<file path="config.mk">
export PLATFORM = sky130hd
export DESIGN_NAME = sps_speed_pid
export DESIGN_NICKNAME = d
export VERILOG_FILES = /design/src/inc/sps_pkg.sv /design/src/sps_speed_pid.sv
export SDC_FILE = /design/constraint.sdc
export NUM_CORES = 2
export LEC_CHECK = 0
export BUFFER_PORTS_ARGS = -buffer_cell sky130_fd_sc_hd__buf_2
export CORE_ASPECT_RATIO = 0.5
export CORE_MARGIN = 10
export CORE_UTILIZATION = 56
export DETAILED_ROUTE_END_ITERATION = 10
export PLACE_DENSITY = 0.73
export SLEW_MARGIN = 20
export SYNTH_ARGS = -nofsm -noshare
export SYNTH_HDL_FRONTEND = slang
export SYNTH_SLANG_ARGS = --single-unit
</file>
<file path="constraint.sdc">
create_clock -name CLOCK -period 10.9 [get_ports CLOCK]
set_input_delay 0 -clock CLOCK [delete_from_list [all_inputs] [get_ports CLOCK]]
set_output_delay 0 -clock CLOCK [all_outputs]
set_load 0.01 [all_outputs]
</file>
<file path="src/inc/sps_pkg.sv">
// constants and types for the closed-loop speed regulator with status led
package sps_pkg;
  localparam int CLK_HZ = 50_000_000;
  localparam int UPDATE_MS = 16;
  localparam int UPDATE_CYC = CLK_HZ / 1000 * UPDATE_MS;
  localparam int STARTUP_MS = 1000;
  localparam int STARTUP_CYC = CLK_HZ / 1000 * STARTUP_MS;
  localparam int BLINK_SLOW_MS = 250;
  localparam int BLINK_SLOW_CYC = CLK_HZ / 1000 * BLINK_SLOW_MS;
  localparam int BLINK_FAST_MS = 50;
  localparam int BLINK_FAST_CYC = CLK_HZ / 1000 * BLINK_FAST_MS;
  localparam logic [7:0] ADC_MID = 8'h80;
  localparam logic signed [7:0] SPD_MAX = 8'sh7f;
  localparam logic signed [7:0] SPD_MIN = -8'sh7f;
  localparam logic signed [15:0] INT_LIM = 16'sh3fff;
  localparam logic signed [7:0] PWR_MAX = 8'sh7f;
  localparam logic signed [7:0] PWR_MIN = -8'sh7f;
  localparam int GAIN_SHIFT = 4;
  typedef enum logic [2:0] {
    SPS_MODE_OPEN,
    SPS_MODE_SPD_SEP,
    SPS_MODE_SPD_MIX,
    SPS_MODE_SPD_POS,
    SPS_MODE_POS
  } sps_mode_t;
  typedef enum {
    SPS_ST_START,
    SPS_ST_RUN,
    SPS_ST_HOLD,
    SPS_ST_LATCH
  } sps_state_t;
endpackage

</file>
<file path="src/sps_speed_pid.sv">
// closed-loop speed pid for two channels with status led
`timescale 1ns/1ns
// What this block does
// - every 16 ms sample speed, error is desired minus measured
// - proportional term is error times the shared proportional gain
// - differential term is error change since last period times gain
// - error is accumulated and its scaled sum adds an integral term
// - adc mid-scale reads 0, top +127, zero -127
// - one gain set serves both channels
// - missing feedback keeps raising power up to full output
// - one second after power-up the led blinks the mode pattern
// - led solid on while a recoverable fault disables the output
// - faults cleared: output re-enabled, mode blink resumes
// - non-recoverable shutdown: fast blink, output off until reset
// - emergency stop enters the latched fast-blink off state
// - regulator active in both-speed modes or speed/position mode
module sps_speed_pid
  import sps_pkg::*;
#(
  parameter int STARTUP_CYCLES = STARTUP_CYC,
  parameter int UPDATE_CYCLES = UPDATE_CYC,
  parameter int SLOW_CYCLES = BLINK_SLOW_CYC,
  parameter int FAST_CYCLES = BLINK_FAST_CYC
) (
  input wire logic CLOCK,
  input wire logic SRST,
  input wire logic [2:0] MODE,
  input wire logic signed [7:0] DESIRED_1,
  input wire logic signed [7:0] DESIRED_2,
  input wire logic [7:0] ADC_1,
  input wire logic [7:0] ADC_2,
  input wire logic [7:0] GAIN_P,
  input wire logic [7:0] GAIN_I,
  input wire logic [7:0] GAIN_D,
  input wire logic OVER_TEMP,
  input wire logic OVER_VOLT,
  input wire logic UNDER_VOLT,
  input wire logic DEAD_MAN,
  input wire logic ESTOP,
  input wire logic SHUTDOWN,
  output logic signed [7:0] POWER_1,
  output logic signed [7:0] POWER_2,
  output logic OUT_EN,
  output logic LED
);
  if (UPDATE_CYCLES < 2 || SLOW_CYCLES < 2 || FAST_CYCLES < 2 ||
      STARTUP_CYCLES < 1) begin
    $error("sps_speed_pid: counts too small");
  end

  // mid-scale offset removal, 0 pinned to -127
  function automatic logic signed [7:0] adc_to_speed(input logic [7:0] a);
    logic signed [8:0] v;
    v = $signed({1'b0, a}) - $signed({1'b0, ADC_MID});
    if (v < 9'(SPD_MIN))
      return SPD_MIN;
    return v[7:0];
  endfunction

  function automatic logic signed [7:0] sat8(input logic signed [31:0] v);
    if (v > 32'(PWR_MAX))
      return PWR_MAX;
    if (v < 32'(PWR_MIN))
      return PWR_MIN;
    return v[7:0];
  endfunction

  function automatic logic signed [15:0] sat_int(
    input logic signed [16:0] v
  );
    if (v > 17'(INT_LIM))
      return INT_LIM;
    if (v < -17'(INT_LIM))
      return -INT_LIM;
    return v[15:0];
  endfunction

  // both channels share the same gain ports, no per-channel gains
  function automatic logic signed [31:0] pid_sum(
    input logic signed [8:0] err,
    input logic signed [8:0] prev,
    input logic signed [15:0] acc,
    input logic [7:0] gp,
    input logic [7:0] gi,
    input logic [7:0] gd
  );
    logic signed [31:0] p;
    logic signed [31:0] d;
    logic signed [31:0] i;
    p = 32'(err) * $signed({24'h0, gp});
    d = (32'(err) - 32'(prev)) * $signed({24'h0, gd});
    i = 32'(acc) * $signed({24'h0, gi});
    return (p + d + i) >>> GAIN_SHIFT;
  endfunction

  sps_state_t st_q;
  logic [31:0] tick_q;
  logic [31:0] start_q;
  logic [31:0] blink_q;
  logic led_q;
  logic [5:0] sync1_q;
  logic [5:0] sync2_q;
  logic [7:0] adc1_m_q;
  logic [7:0] adc1_q;
  logic [7:0] adc2_m_q;
  logic [7:0] adc2_q;
  logic signed [8:0] prev1_q;
  logic signed [8:0] prev2_q;
  logic signed [15:0] acc1_q;
  logic signed [15:0] acc2_q;
  logic signed [7:0] pwr1_q;
  logic signed [7:0] pwr2_q;
  logic sample;
  logic fault;
  logic estop_s;
  logic shut_s;
  logic active;
  logic pos2;
  logic signed [8:0] err1;
  logic signed [8:0] err2;
  logic signed [15:0] acc1_d;
  logic signed [15:0] acc2_d;

  // fault, stop, shutdown and adc pins pass two flops before use
  always_ff @(posedge CLOCK) begin
    if (SRST) begin
      sync1_q <= 6'h00;
      sync2_q <= 6'h00;
    end else begin
      sync1_q <= {SHUTDOWN, ESTOP, DEAD_MAN, UNDER_VOLT, OVER_VOLT,
                  OVER_TEMP};
      sync2_q <= sync1_q;
    end
  end

  always_ff @(posedge CLOCK) begin
    if (SRST) begin
      adc1_m_q <= ADC_MID;
      adc1_q <= ADC_MID;
      adc2_m_q <= ADC_MID;
      adc2_q <= ADC_MID;
    end else begin
      adc1_m_q <= ADC_1;
      adc1_q <= adc1_m_q;
      adc2_m_q <= ADC_2;
      adc2_q <= adc2_m_q;
    end
  end

  assign fault = |sync2_q[3:0];
  assign estop_s = sync2_q[4];
  assign shut_s = sync2_q[5];

  assign active = (MODE == 3'(SPS_MODE_SPD_SEP)) ||
                  (MODE == 3'(SPS_MODE_SPD_MIX)) ||
                  (MODE == 3'(SPS_MODE_SPD_POS));
  assign pos2 = (MODE == 3'(SPS_MODE_SPD_POS));

  // 16 ms update strobe
  always_ff @(posedge CLOCK) begin
    if (SRST)
      tick_q <= '0;
    else if (tick_q == 32'(UPDATE_CYCLES - 1))
      tick_q <= '0;
    else
      tick_q <= tick_q + 32'd1;
  end
  assign sample = (tick_q == 32'(UPDATE_CYCLES - 1));

  // error = desired - measured
  assign err1 = 9'(DESIRED_1) - 9'(adc_to_speed(adc1_q));
  assign err2 = 9'(DESIRED_2) - 9'(adc_to_speed(adc2_q));
  // limited so a dead sensor still winds power to full, not past it
  assign acc1_d = sat_int(17'(acc1_q) + 17'(err1));
  assign acc2_d = sat_int(17'(acc2_q) + 17'(err2));

  // integrator and previous-error state
  always_ff @(posedge CLOCK) begin
    if (SRST || !active || st_q != SPS_ST_RUN) begin
      acc1_q <= '0;
      acc2_q <= '0;
      prev1_q <= '0;
      prev2_q <= '0;
    end else if (sample) begin
      acc1_q <= acc1_d;
      prev1_q <= err1;
      if (!pos2) begin
        acc2_q <= acc2_d;
        prev2_q <= err2;
      end
    end
  end

  // power commands, updated once per period
  always_ff @(posedge CLOCK) begin
    if (SRST || !active || st_q != SPS_ST_RUN) begin
      pwr1_q <= '0;
      pwr2_q <= '0;
    end else if (sample) begin
      pwr1_q <= sat8(pid_sum(err1, prev1_q, acc1_d, GAIN_P, GAIN_I,
                             GAIN_D));
      if (!pos2)
        pwr2_q <= sat8(pid_sum(err2, prev2_q, acc2_d, GAIN_P, GAIN_I,
                               GAIN_D));
    end
  end
  assign POWER_1 = pwr1_q;
  assign POWER_2 = pwr2_q;

  // operating state
  always_ff @(posedge CLOCK) begin
    if (SRST) begin
      st_q <= SPS_ST_START;
      start_q <= '0;
    end else begin
      case (st_q)
        SPS_ST_START: begin
          if (estop_s || shut_s)
            st_q <= SPS_ST_LATCH;
          else if (start_q == 32'(STARTUP_CYCLES - 1))
            st_q <= SPS_ST_RUN;
          else
            start_q <= start_q + 32'd1;
        end
        SPS_ST_RUN: begin
          if (estop_s || shut_s)
            st_q <= SPS_ST_LATCH;
          else if (fault)
            st_q <= SPS_ST_HOLD;
        end
        SPS_ST_HOLD: begin
          if (estop_s || shut_s)
            st_q <= SPS_ST_LATCH;
          else if (!fault)
            st_q <= SPS_ST_RUN;
        end
        SPS_ST_LATCH:
          st_q <= SPS_ST_LATCH;
        default:
          st_q <= SPS_ST_LATCH;
      endcase
    end
  end

  assign OUT_EN = (st_q == SPS_ST_RUN);

  // blink generator: mode pattern as blink rate by mode
  logic [31:0] half;
  always_comb begin
    half = 32'(SLOW_CYCLES) + 32'(MODE) * 32'(FAST_CYCLES);
    if (st_q == SPS_ST_LATCH)
      half = 32'(FAST_CYCLES);
  end

  always_ff @(posedge CLOCK) begin
    if (SRST) begin
      blink_q <= '0;
      led_q <= 1'b0;
    end else if (st_q == SPS_ST_START) begin
      blink_q <= '0;
      led_q <= 1'b0;
    end else if (st_q == SPS_ST_HOLD) begin
      blink_q <= '0;
      led_q <= 1'b1;
    end else if (blink_q >= half - 32'd1) begin
      blink_q <= '0;
      led_q <= ~led_q;
    end else begin
      blink_q <= blink_q + 32'd1;
    end
  end
  assign LED = led_q;

  property p_latch_off;
    @(posedge CLOCK) disable iff (SRST)
      st_q == SPS_ST_LATCH |=> (st_q == SPS_ST_LATCH) && !OUT_EN;
  endproperty
  a_latch_off: assert property (p_latch_off)
    else $error("latched shutdown left");

  property p_estop;
    @(posedge CLOCK) disable iff (SRST)
      $rose(estop_s) |=> st_q == SPS_ST_LATCH;
  endproperty
  a_estop: assert property (p_estop)
    else $error("estop did not latch");

  property p_fault_led;
    @(posedge CLOCK) disable iff (SRST)
      st_q == SPS_ST_HOLD ##1 st_q == SPS_ST_HOLD |-> LED && !OUT_EN;
  endproperty
  a_fault_led: assert property (p_fault_led)
    else $error("fault led not solid");

  property p_recover;
    @(posedge CLOCK) disable iff (SRST)
      st_q == SPS_ST_HOLD && !fault && !estop_s && !shut_s |=> OUT_EN;
  endproperty
  a_recover: assert property (p_recover)
    else $error("no recovery");

  property p_pwr_hold;
    @(posedge CLOCK) disable iff (SRST)
      !sample && active && OUT_EN && $past(OUT_EN) |=> $stable(POWER_1);
  endproperty
  a_pwr_hold: assert property (p_pwr_hold)
    else $error("power changed off tick");

  property p_pwr_range;
    @(posedge CLOCK) disable iff (SRST)
      POWER_1 >= PWR_MIN && POWER_2 >= PWR_MIN;
  endproperty
  a_pwr_range: assert property (p_pwr_range)
    else $error("power out of range");

  property p_inactive;
    @(posedge CLOCK) disable iff (SRST)
      !active |=> POWER_1 == 8'sh00 && POWER_2 == 8'sh00;
  endproperty
  a_inactive: assert property (p_inactive)
    else $error("power while loop inactive");

  property p_acc_lim;
    @(posedge CLOCK) disable iff (SRST)
      acc1_q <= INT_LIM && acc1_q >= -INT_LIM;
  endproperty
  a_acc_lim: assert property (p_acc_lim)
    else $error("integrator past limit");

  property p_start_dark;
    @(posedge CLOCK) disable iff (SRST)
      st_q == SPS_ST_START |-> !LED && !OUT_EN;
  endproperty
  a_start_dark: assert property (p_start_dark)
    else $error("activity before startup delay");
endmodule

</file>
Yosys cells after proc, flatten, opt, wreduce, memory -nomap -nowiden. Cells that the tools add are included.

Register bits after elaboration: 239. Input port bits: 67. Output and inout port bits: 18. Logic and storage cells: 140.

$add $sub $neg: 17. Multipliers: 7. $lt $le $gt $ge: 11. Equality and inequality tests: 14. Mux-type cells: 54. Bitwise gates (word level): 4. Reductions and logical operators: 16.

Operators with widths (count): $mux W32 (6); $mux W16 (8); $add A32 B1 Y32 const B (3); $mux W8 (12); $pmux W32 S3 (1); $eq A32 B2 Y1 const B (2); $eq A32 B3 Y1 const B (2); $logic_not A32 Y1 (2); $add A20 B25 Y26 (2); $mul A16 B9 Y25 (2); $gt A22 B8 Y1 const B (2); $lt A22 B8 Y1 const B (2); $add A18 B19 Y20 (2); $mul A10 B9 Y19 (2); $mul A9 B9 Y18 (2); $add A16 B9 Y17 (2); $gt A17 B15 Y1 const B (2); $lt A17 B15 Y1 const B (2); $eq A32 B1 Y1 const B (1); $eq A32 B20 Y1 const B (1); $eq A32 B26 Y1 const B (1); $ge A32 B32 Y1 (1); $ne A32 B2 Y1 const B (1); $sub A32 B1 Y32 const B (1); 19 further kinds (61).

Longest topological paths before layout.
Word-level depth: 24. Depth in mapped cells: 53. Mapped depth without buffers: 51.

Least setup slack after synthesis. OpenSTA, ideal clock, no wires.

Path type: reg-to-reg. Start point: register adc2_q[3]. End point: register pwr2_q[5] (netlist: POWER_2[5]). Data arrival time: 11.868 ns. Required time: 10.830 ns. Path slack: -1.038 ns. Cell stages (with the launch flop): 50. Path through: dfxtp_1 nor4_1 a21o_1 ha_1 or2_2 ha_1 inv_1 fa_1 nand3_1 nand2_1 a21oi_1 nor2_1 nor2_1 xnor2_1 ha_1 a21o_1 a21oi_1 nand2_1 [... 14 more ...] fa_1 fa_1 inv_1 fa_1 inv_1 ha_1 clkbuf_1 a21oi_1 o21ai_1 a211oi_2 buf_4 and4b_1 nor3_1 or4_1 or4_4 o21ai_4 or3b_1 a21oi_1.

Cells in the longest elaborated chain, start to end: 21. Elaborated cells between the ends (all ways): 34. Classes of those cells: add/sub: 6; mul: 3; order compare: 5; mux: 20.

RTL lines: start, declared (RTL line sps_speed_pid.sv:106) `logic [7:0] adc2_q;`; start signal, assigned (RTL line sps_speed_pid.sv:146) `adc2_q <= adc2_m_q;`; $sub A8 B8 Y9 (*) (RTL line sps_speed_pid.sv:54) `v = $signed({1'b0, a}) - $signed({1'b0, ADC_MID});`; $lt A9 B8 Y1 (RTL line sps_speed_pid.sv:55) `if (v < 9'(SPD_MIN))`; $mux W1 (RTL line sps_speed_pid.sv:55); $mux W8 (*) (RTL line sps_speed_pid.sv:57) `return v[7:0];`; $sub A8 B8 Y9 (*) (RTL line sps_speed_pid.sv:172) `assign err2 = 9'(DESIRED_2) - 9'(adc_to_speed(adc2_q));`; via err2[6] (RTL line sps_speed_pid.sv:120) `logic signed [8:0] err2;`; $add A16 B9 Y17 (RTL line sps_speed_pid.sv:175) `assign acc2_d = sat_int(17'(acc2_q) + 17'(err2));`; $lt A17 B15 Y1 (RTL line sps_speed_pid.sv:73) `if (v < -17'(INT_LIM))`; [... 5 more ...]; $add A20 B25 Y26 (*) (RTL line sps_speed_pid.sv:93) `return (p + d + i) >>> GAIN_SHIFT;`; $lt A22 B8 Y1 (RTL line sps_speed_pid.sv:63) `if (v < 32'(PWR_MIN))`; $mux W1 (2 in a row) (RTL line sps_speed_pid.sv:63); $mux W1 (RTL line sps_speed_pid.sv:202) `if (!pos2)`; $mux W1 (RTL line sps_speed_pid.sv:199) `end else if (sample) begin`; $mux W1 (RTL line sps_speed_pid.sv:196) `if (SRST || !active || st_q != SPS_ST_RUN) begin`; $mux W8 (RTL line sps_speed_pid.sv:65) `return v[7:0];`; $mux W8 (*) (RTL line sps_speed_pid.sv:63); end signal, assigned (RTL line sps_speed_pid.sv:203) `pwr2_q <= sat8(pid_sum(err2, prev2_q, acc2_d, GAIN_P, GAIN_I,`; end, declared (RTL line sps_speed_pid.sv:112) `logic signed [7:0] pwr2_q;`.

The timed path passes the listed nets; every way through them passes the cells marked *. The select of a mux whose other input is x is not followed. A chain may end at the register's enable or synchronous reset.

Worst setup path after layout.
Start point: register adc1_q[2]. End point: register pwr1_q[1] (netlist: POWER_1[1]).

Cells in the longest elaborated chain, start to end: 20. Elaborated cells between the ends (all ways): 32. Classes of those cells: add/sub: 6; mul: 3; order compare: 5; mux: 18.

RTL lines: start, declared (RTL line sps_speed_pid.sv:104) `logic [7:0] adc1_q;`; start signal, assigned (RTL line sps_speed_pid.sv:144) `adc1_q <= adc1_m_q;`; $sub A8 B8 Y9 (*) (RTL line sps_speed_pid.sv:54); $lt A9 B8 Y1 (RTL line sps_speed_pid.sv:55); $mux W1 (RTL line sps_speed_pid.sv:55); $mux W8 (*) (RTL line sps_speed_pid.sv:57); $sub A8 B8 Y9 (*) (RTL line sps_speed_pid.sv:171) `assign err1 = 9'(DESIRED_1) - 9'(adc_to_speed(adc1_q));`; via err1[8] (RTL line sps_speed_pid.sv:119) `logic signed [8:0] err1;`; $add A16 B9 Y17 (RTL line sps_speed_pid.sv:174) `assign acc1_d = sat_int(17'(acc1_q) + 17'(err1));`; $lt A17 B15 Y1 (RTL line sps_speed_pid.sv:73); [... 4 more ...]; $mul A16 B9 Y25 (RTL line sps_speed_pid.sv:92) `i = 32'(acc) * $signed({24'h0, gi});`; $add A20 B25 Y26 (*) (RTL line sps_speed_pid.sv:93); $lt A22 B8 Y1 (RTL line sps_speed_pid.sv:63); $mux W1 (2 in a row) (RTL line sps_speed_pid.sv:63); $mux W1 (RTL line sps_speed_pid.sv:199); $mux W1 (RTL line sps_speed_pid.sv:196); $mux W8 (RTL line sps_speed_pid.sv:65); $mux W8 (*) (RTL line sps_speed_pid.sv:63); end signal, assigned (RTL line sps_speed_pid.sv:200) `pwr1_q <= sat8(pid_sum(err1, prev1_q, acc1_d, GAIN_P, GAIN_I,`; end, declared (RTL line sps_speed_pid.sv:111) `logic signed [7:0] pwr1_q;`.

Marked as above.

==> summary.txt <==
Hold path
  • Critical hold path startpoint: DESIRED_2[0]
  • WHS Path Cells: 5
  • Hold worst-path end: prev2_q[0]
  • Worst hold-check path type: input port to register

Route
  • First-pass DRT Iterations: 7
  • Routed WL per cell: 17.13 um
  • Total wire length: 99.72 mm
  • Initial drt markers: 1773
  • Vias/cell: 5.325
  • Routed Antenna Nets: 0
  • Via count: 31000
  • DRC: 0

Final layout
  • Final Util: 68.48%
  • Cell Count, Final, Fillers Out: 5822
  • Layout cells sized above 1: 19.26%
  • Fillers: 5341
  • Layout area overhead: 20.95%
  • Commonest non-fill, non-tap cells in the layout: inv_1, fa_1, buf_4, nand2_1, ha_1
  • Final #Nets: 5962
  • Commonest non-fill, non-tap cell in the layout: inv_1

Synth
  • Post-synth EDFFs: 0
  • Ys flop type: dfxtp_1
  • Post-synthesis xor/xnor area fraction: 4.880%
  • Ys async rst share: 0%
  • Synth top area cells: fa_1, dfxtp_1, inv_1, ha_1, and2_1
  • Mapped Area: 37970 sq um
  • Syn_area_per_cell: 8.655 sq um
  • Synth Area in Simple Gates: 16.93%
  • Yosys top cell by area: fa_1
  • Synthesized flop and latch total: 209
  • Seq/Total Area, Yosys: 11.02%
  • Largest family of logic cells by synthesized area: adder cells
  • Compound-Gate Fraction of Synth Area: 9.019%
  • Syn nets: 5443
  • Post-Synth Adder-Cell Area: 45.72%
  • Post-synth top area share: 34.96%
  • Mux contribution to synthesized area: 0.4284%
  • Cells after Synth: 4387
  • Yosys cell types: 92
  • Ys Warns: 0

CTS
  • Cts bufs inserted: 24
  • Clk sinks: 209
  • Clock transition at path regs: 0.09 ns
  • Root Driver: clkbuf_16
  • Htree depth: 1
  • CTS tree: yes
  • Clock Path Buffers: 3
  • Worst skew pair latency: 0.60 ns

GRT
  • Largest net degree at the start of global routing: 85
  • Global-route wire length before repair: 165.5 mm
  • All-Layer GR Usage: 25.20%
  • Initial antenna violation count: 4
  • GR Overflow Total: 0
  • Number of global-route vias before repair: 33110

Placed design
  • Dpl cells: 5671
  • PortBufs: 84
  • Pre-CTS WS: -0.8886 ns
  • DP Wirelength: 79.14 mm
  • Placer congestion estimate: 0.9407

Critical path
  • WP buf/inv: 9
  • Reg2reg path depth: 52
  • CP Class: register to register
  • CP most frequent cell: fa_1
  • Worst EP arrival: 12.12 ns
  • Kind of cell adding the most delay to the critical path: adder cells
  • Reg2reg setup slack: -0.68 ns
  • Worst Path Max Fanout: 8
  • Worst Path Required: 11.43 ns
  • Reg2reg start: adc1_q[2]
  • Setup crit end kind: register
  • Worst setup SP type: register
  • Slowest stage delay, CP: 0.63 ns
  • Critical R2R Capture: POWER_1[1]
  • Slowest cell on crit path: fa_1

Floorplanning
  • Core Region: 67060 sq um
  • Vert. Die Dim: 204.1 um
  • # rows: 67
  • Die Area: 79250 sq um
  • Initial Utilization: 56.62%
  • Ports: 85
  • Die X: 388.3 um

Timing
  • FMAX: 86.34 MHz
  • Max-slew violation count: 0
  • Finish-stage setup viols: 16
  • Setup TNS: -8.092 ns
  • Slew HR: 32.79%
  • Fin. Hold Viols: 0
  • Clock skew: 0.02808 ns
  • Final WS setup: -0.6826 ns
  • Final period util: 106.3%
  • Unrepaired setup endpoints after global routing: yes
  • Actual slew at the worst max-slew pin: 1.008 ns
  • Final Critical Period: 11.58 ns

Flow run
  • Max-cap violations: 0

Outcome
  • Failing checks: negative setup slack
  • Status: complete, but fails checks
-- area by class of cell --
cell class	instances	area, sq um	area share (%)
clock buffer	27	631.9	1.376
timing repair buffer	606	4589	9.993
clock inverter	15	232.7	0.5067
inverter	1090	4104	8.936
antenna	3	7.507	0.01635
tap	897	1122	2.444
multi-input combinational	2975	31050	67.61
sequential	209	4188	9.118
-- kinds of logic after synthesis --
kind of cell	Yosys count
muxes	16
buffers and inverters	1206
and+or+nand+nor	1252
adders and majority gates	990
AOI/OAI and AO/OA	504
xor gates and xnor gates	210
DFF	209
-- state kept, by name, indices dropped and copies added, names as in the netlist --
| signal | count |
|---|---|
| POWER_2 | 8 |
| blink_q | 32 |
| adc2_q | 8 |
| start_q | 32 |
| prev1_q | 9 |
| st_q | 2 |
| adc1_m_q | 8 |
| LED | 1 |
| acc2_q | 16 |
| prev2_q | 9 |
| adc2_m_q | 8 |
| acc1_q | 16 |
| adc1_q | 8 |
| POWER_1 | 8 |
| sync2_q | 6 |
| sync1_q | 6 |
| tick_q | 32 |
-- routing by layer --
metal	track usage, %	vias up	wire length [um]
met1	31.77	15440	41640
met5	0	-	0
met2	44.77	809	49070
met4	8.002	0	3733
met3	3.382	247	5268
li1	-	14500	-
-- cell usage after synthesis, types with 77 or more instances --
cell and n:
xor2_1 98, nor2b_1 116, o21ai_0 77, and2_1 251
fa_1 663, nor2_1 202, ha_1 326, xnor2_1 111
clkbuf_1 105, nand2_1 369, a21oi_1 134, inv_1 1089
dfxtp_1 209
-- tightest hold or removal path: cells and delay by family --
| family | cells | cell delay, ns |
|---|---|---|
| buf+inv | 3 | 0.39 |
| fa+ha+maj | 1 | 0.17 |
| compound gates | 1 | 0.10 |
-- through the flow --
step,instance area [sq um],hold WS (ns)
after floorplan,38720,0.1038
after global placement,42940,0.1851
after detailed placement,42940,0.1888
after CTS,45220,0.08153
after global routing,45920,0.1110
final,45930,0.1216
-- worst max-delay path by stage --
stage / cells past startpoint / endpoint / start
6_report: 52 / POWER_1[1] / adc1_q[2]
5_1_grt: 51 / POWER_1[5] / adc1_q[2]
4_1_cts: 47 / POWER_1[6] / adc1_q[2]
3_5_place_dp: 44 / POWER_1[5] / adc1_q[2]
3_3_place_gp: 46 / POWER_2[5] / adc2_q[0]
2_1_floorplan: 48 / POWER_2[5] / adc2_q[0]
-- timing repair --
action | in CTS | in global routing
gates resized for setup | 166 | 100
hold buffers | 22 | 0
gates cloned | 3 | 0
setup endpoints to repair | 16 | 16
pin swaps | 103 | 87
setup buffers | 48 | 33
hold endpoints to repair | 22 | 0
Power is not shown: default switching activity piles up to over one toggle a cycle in this logic, so the estimate is an artifact.
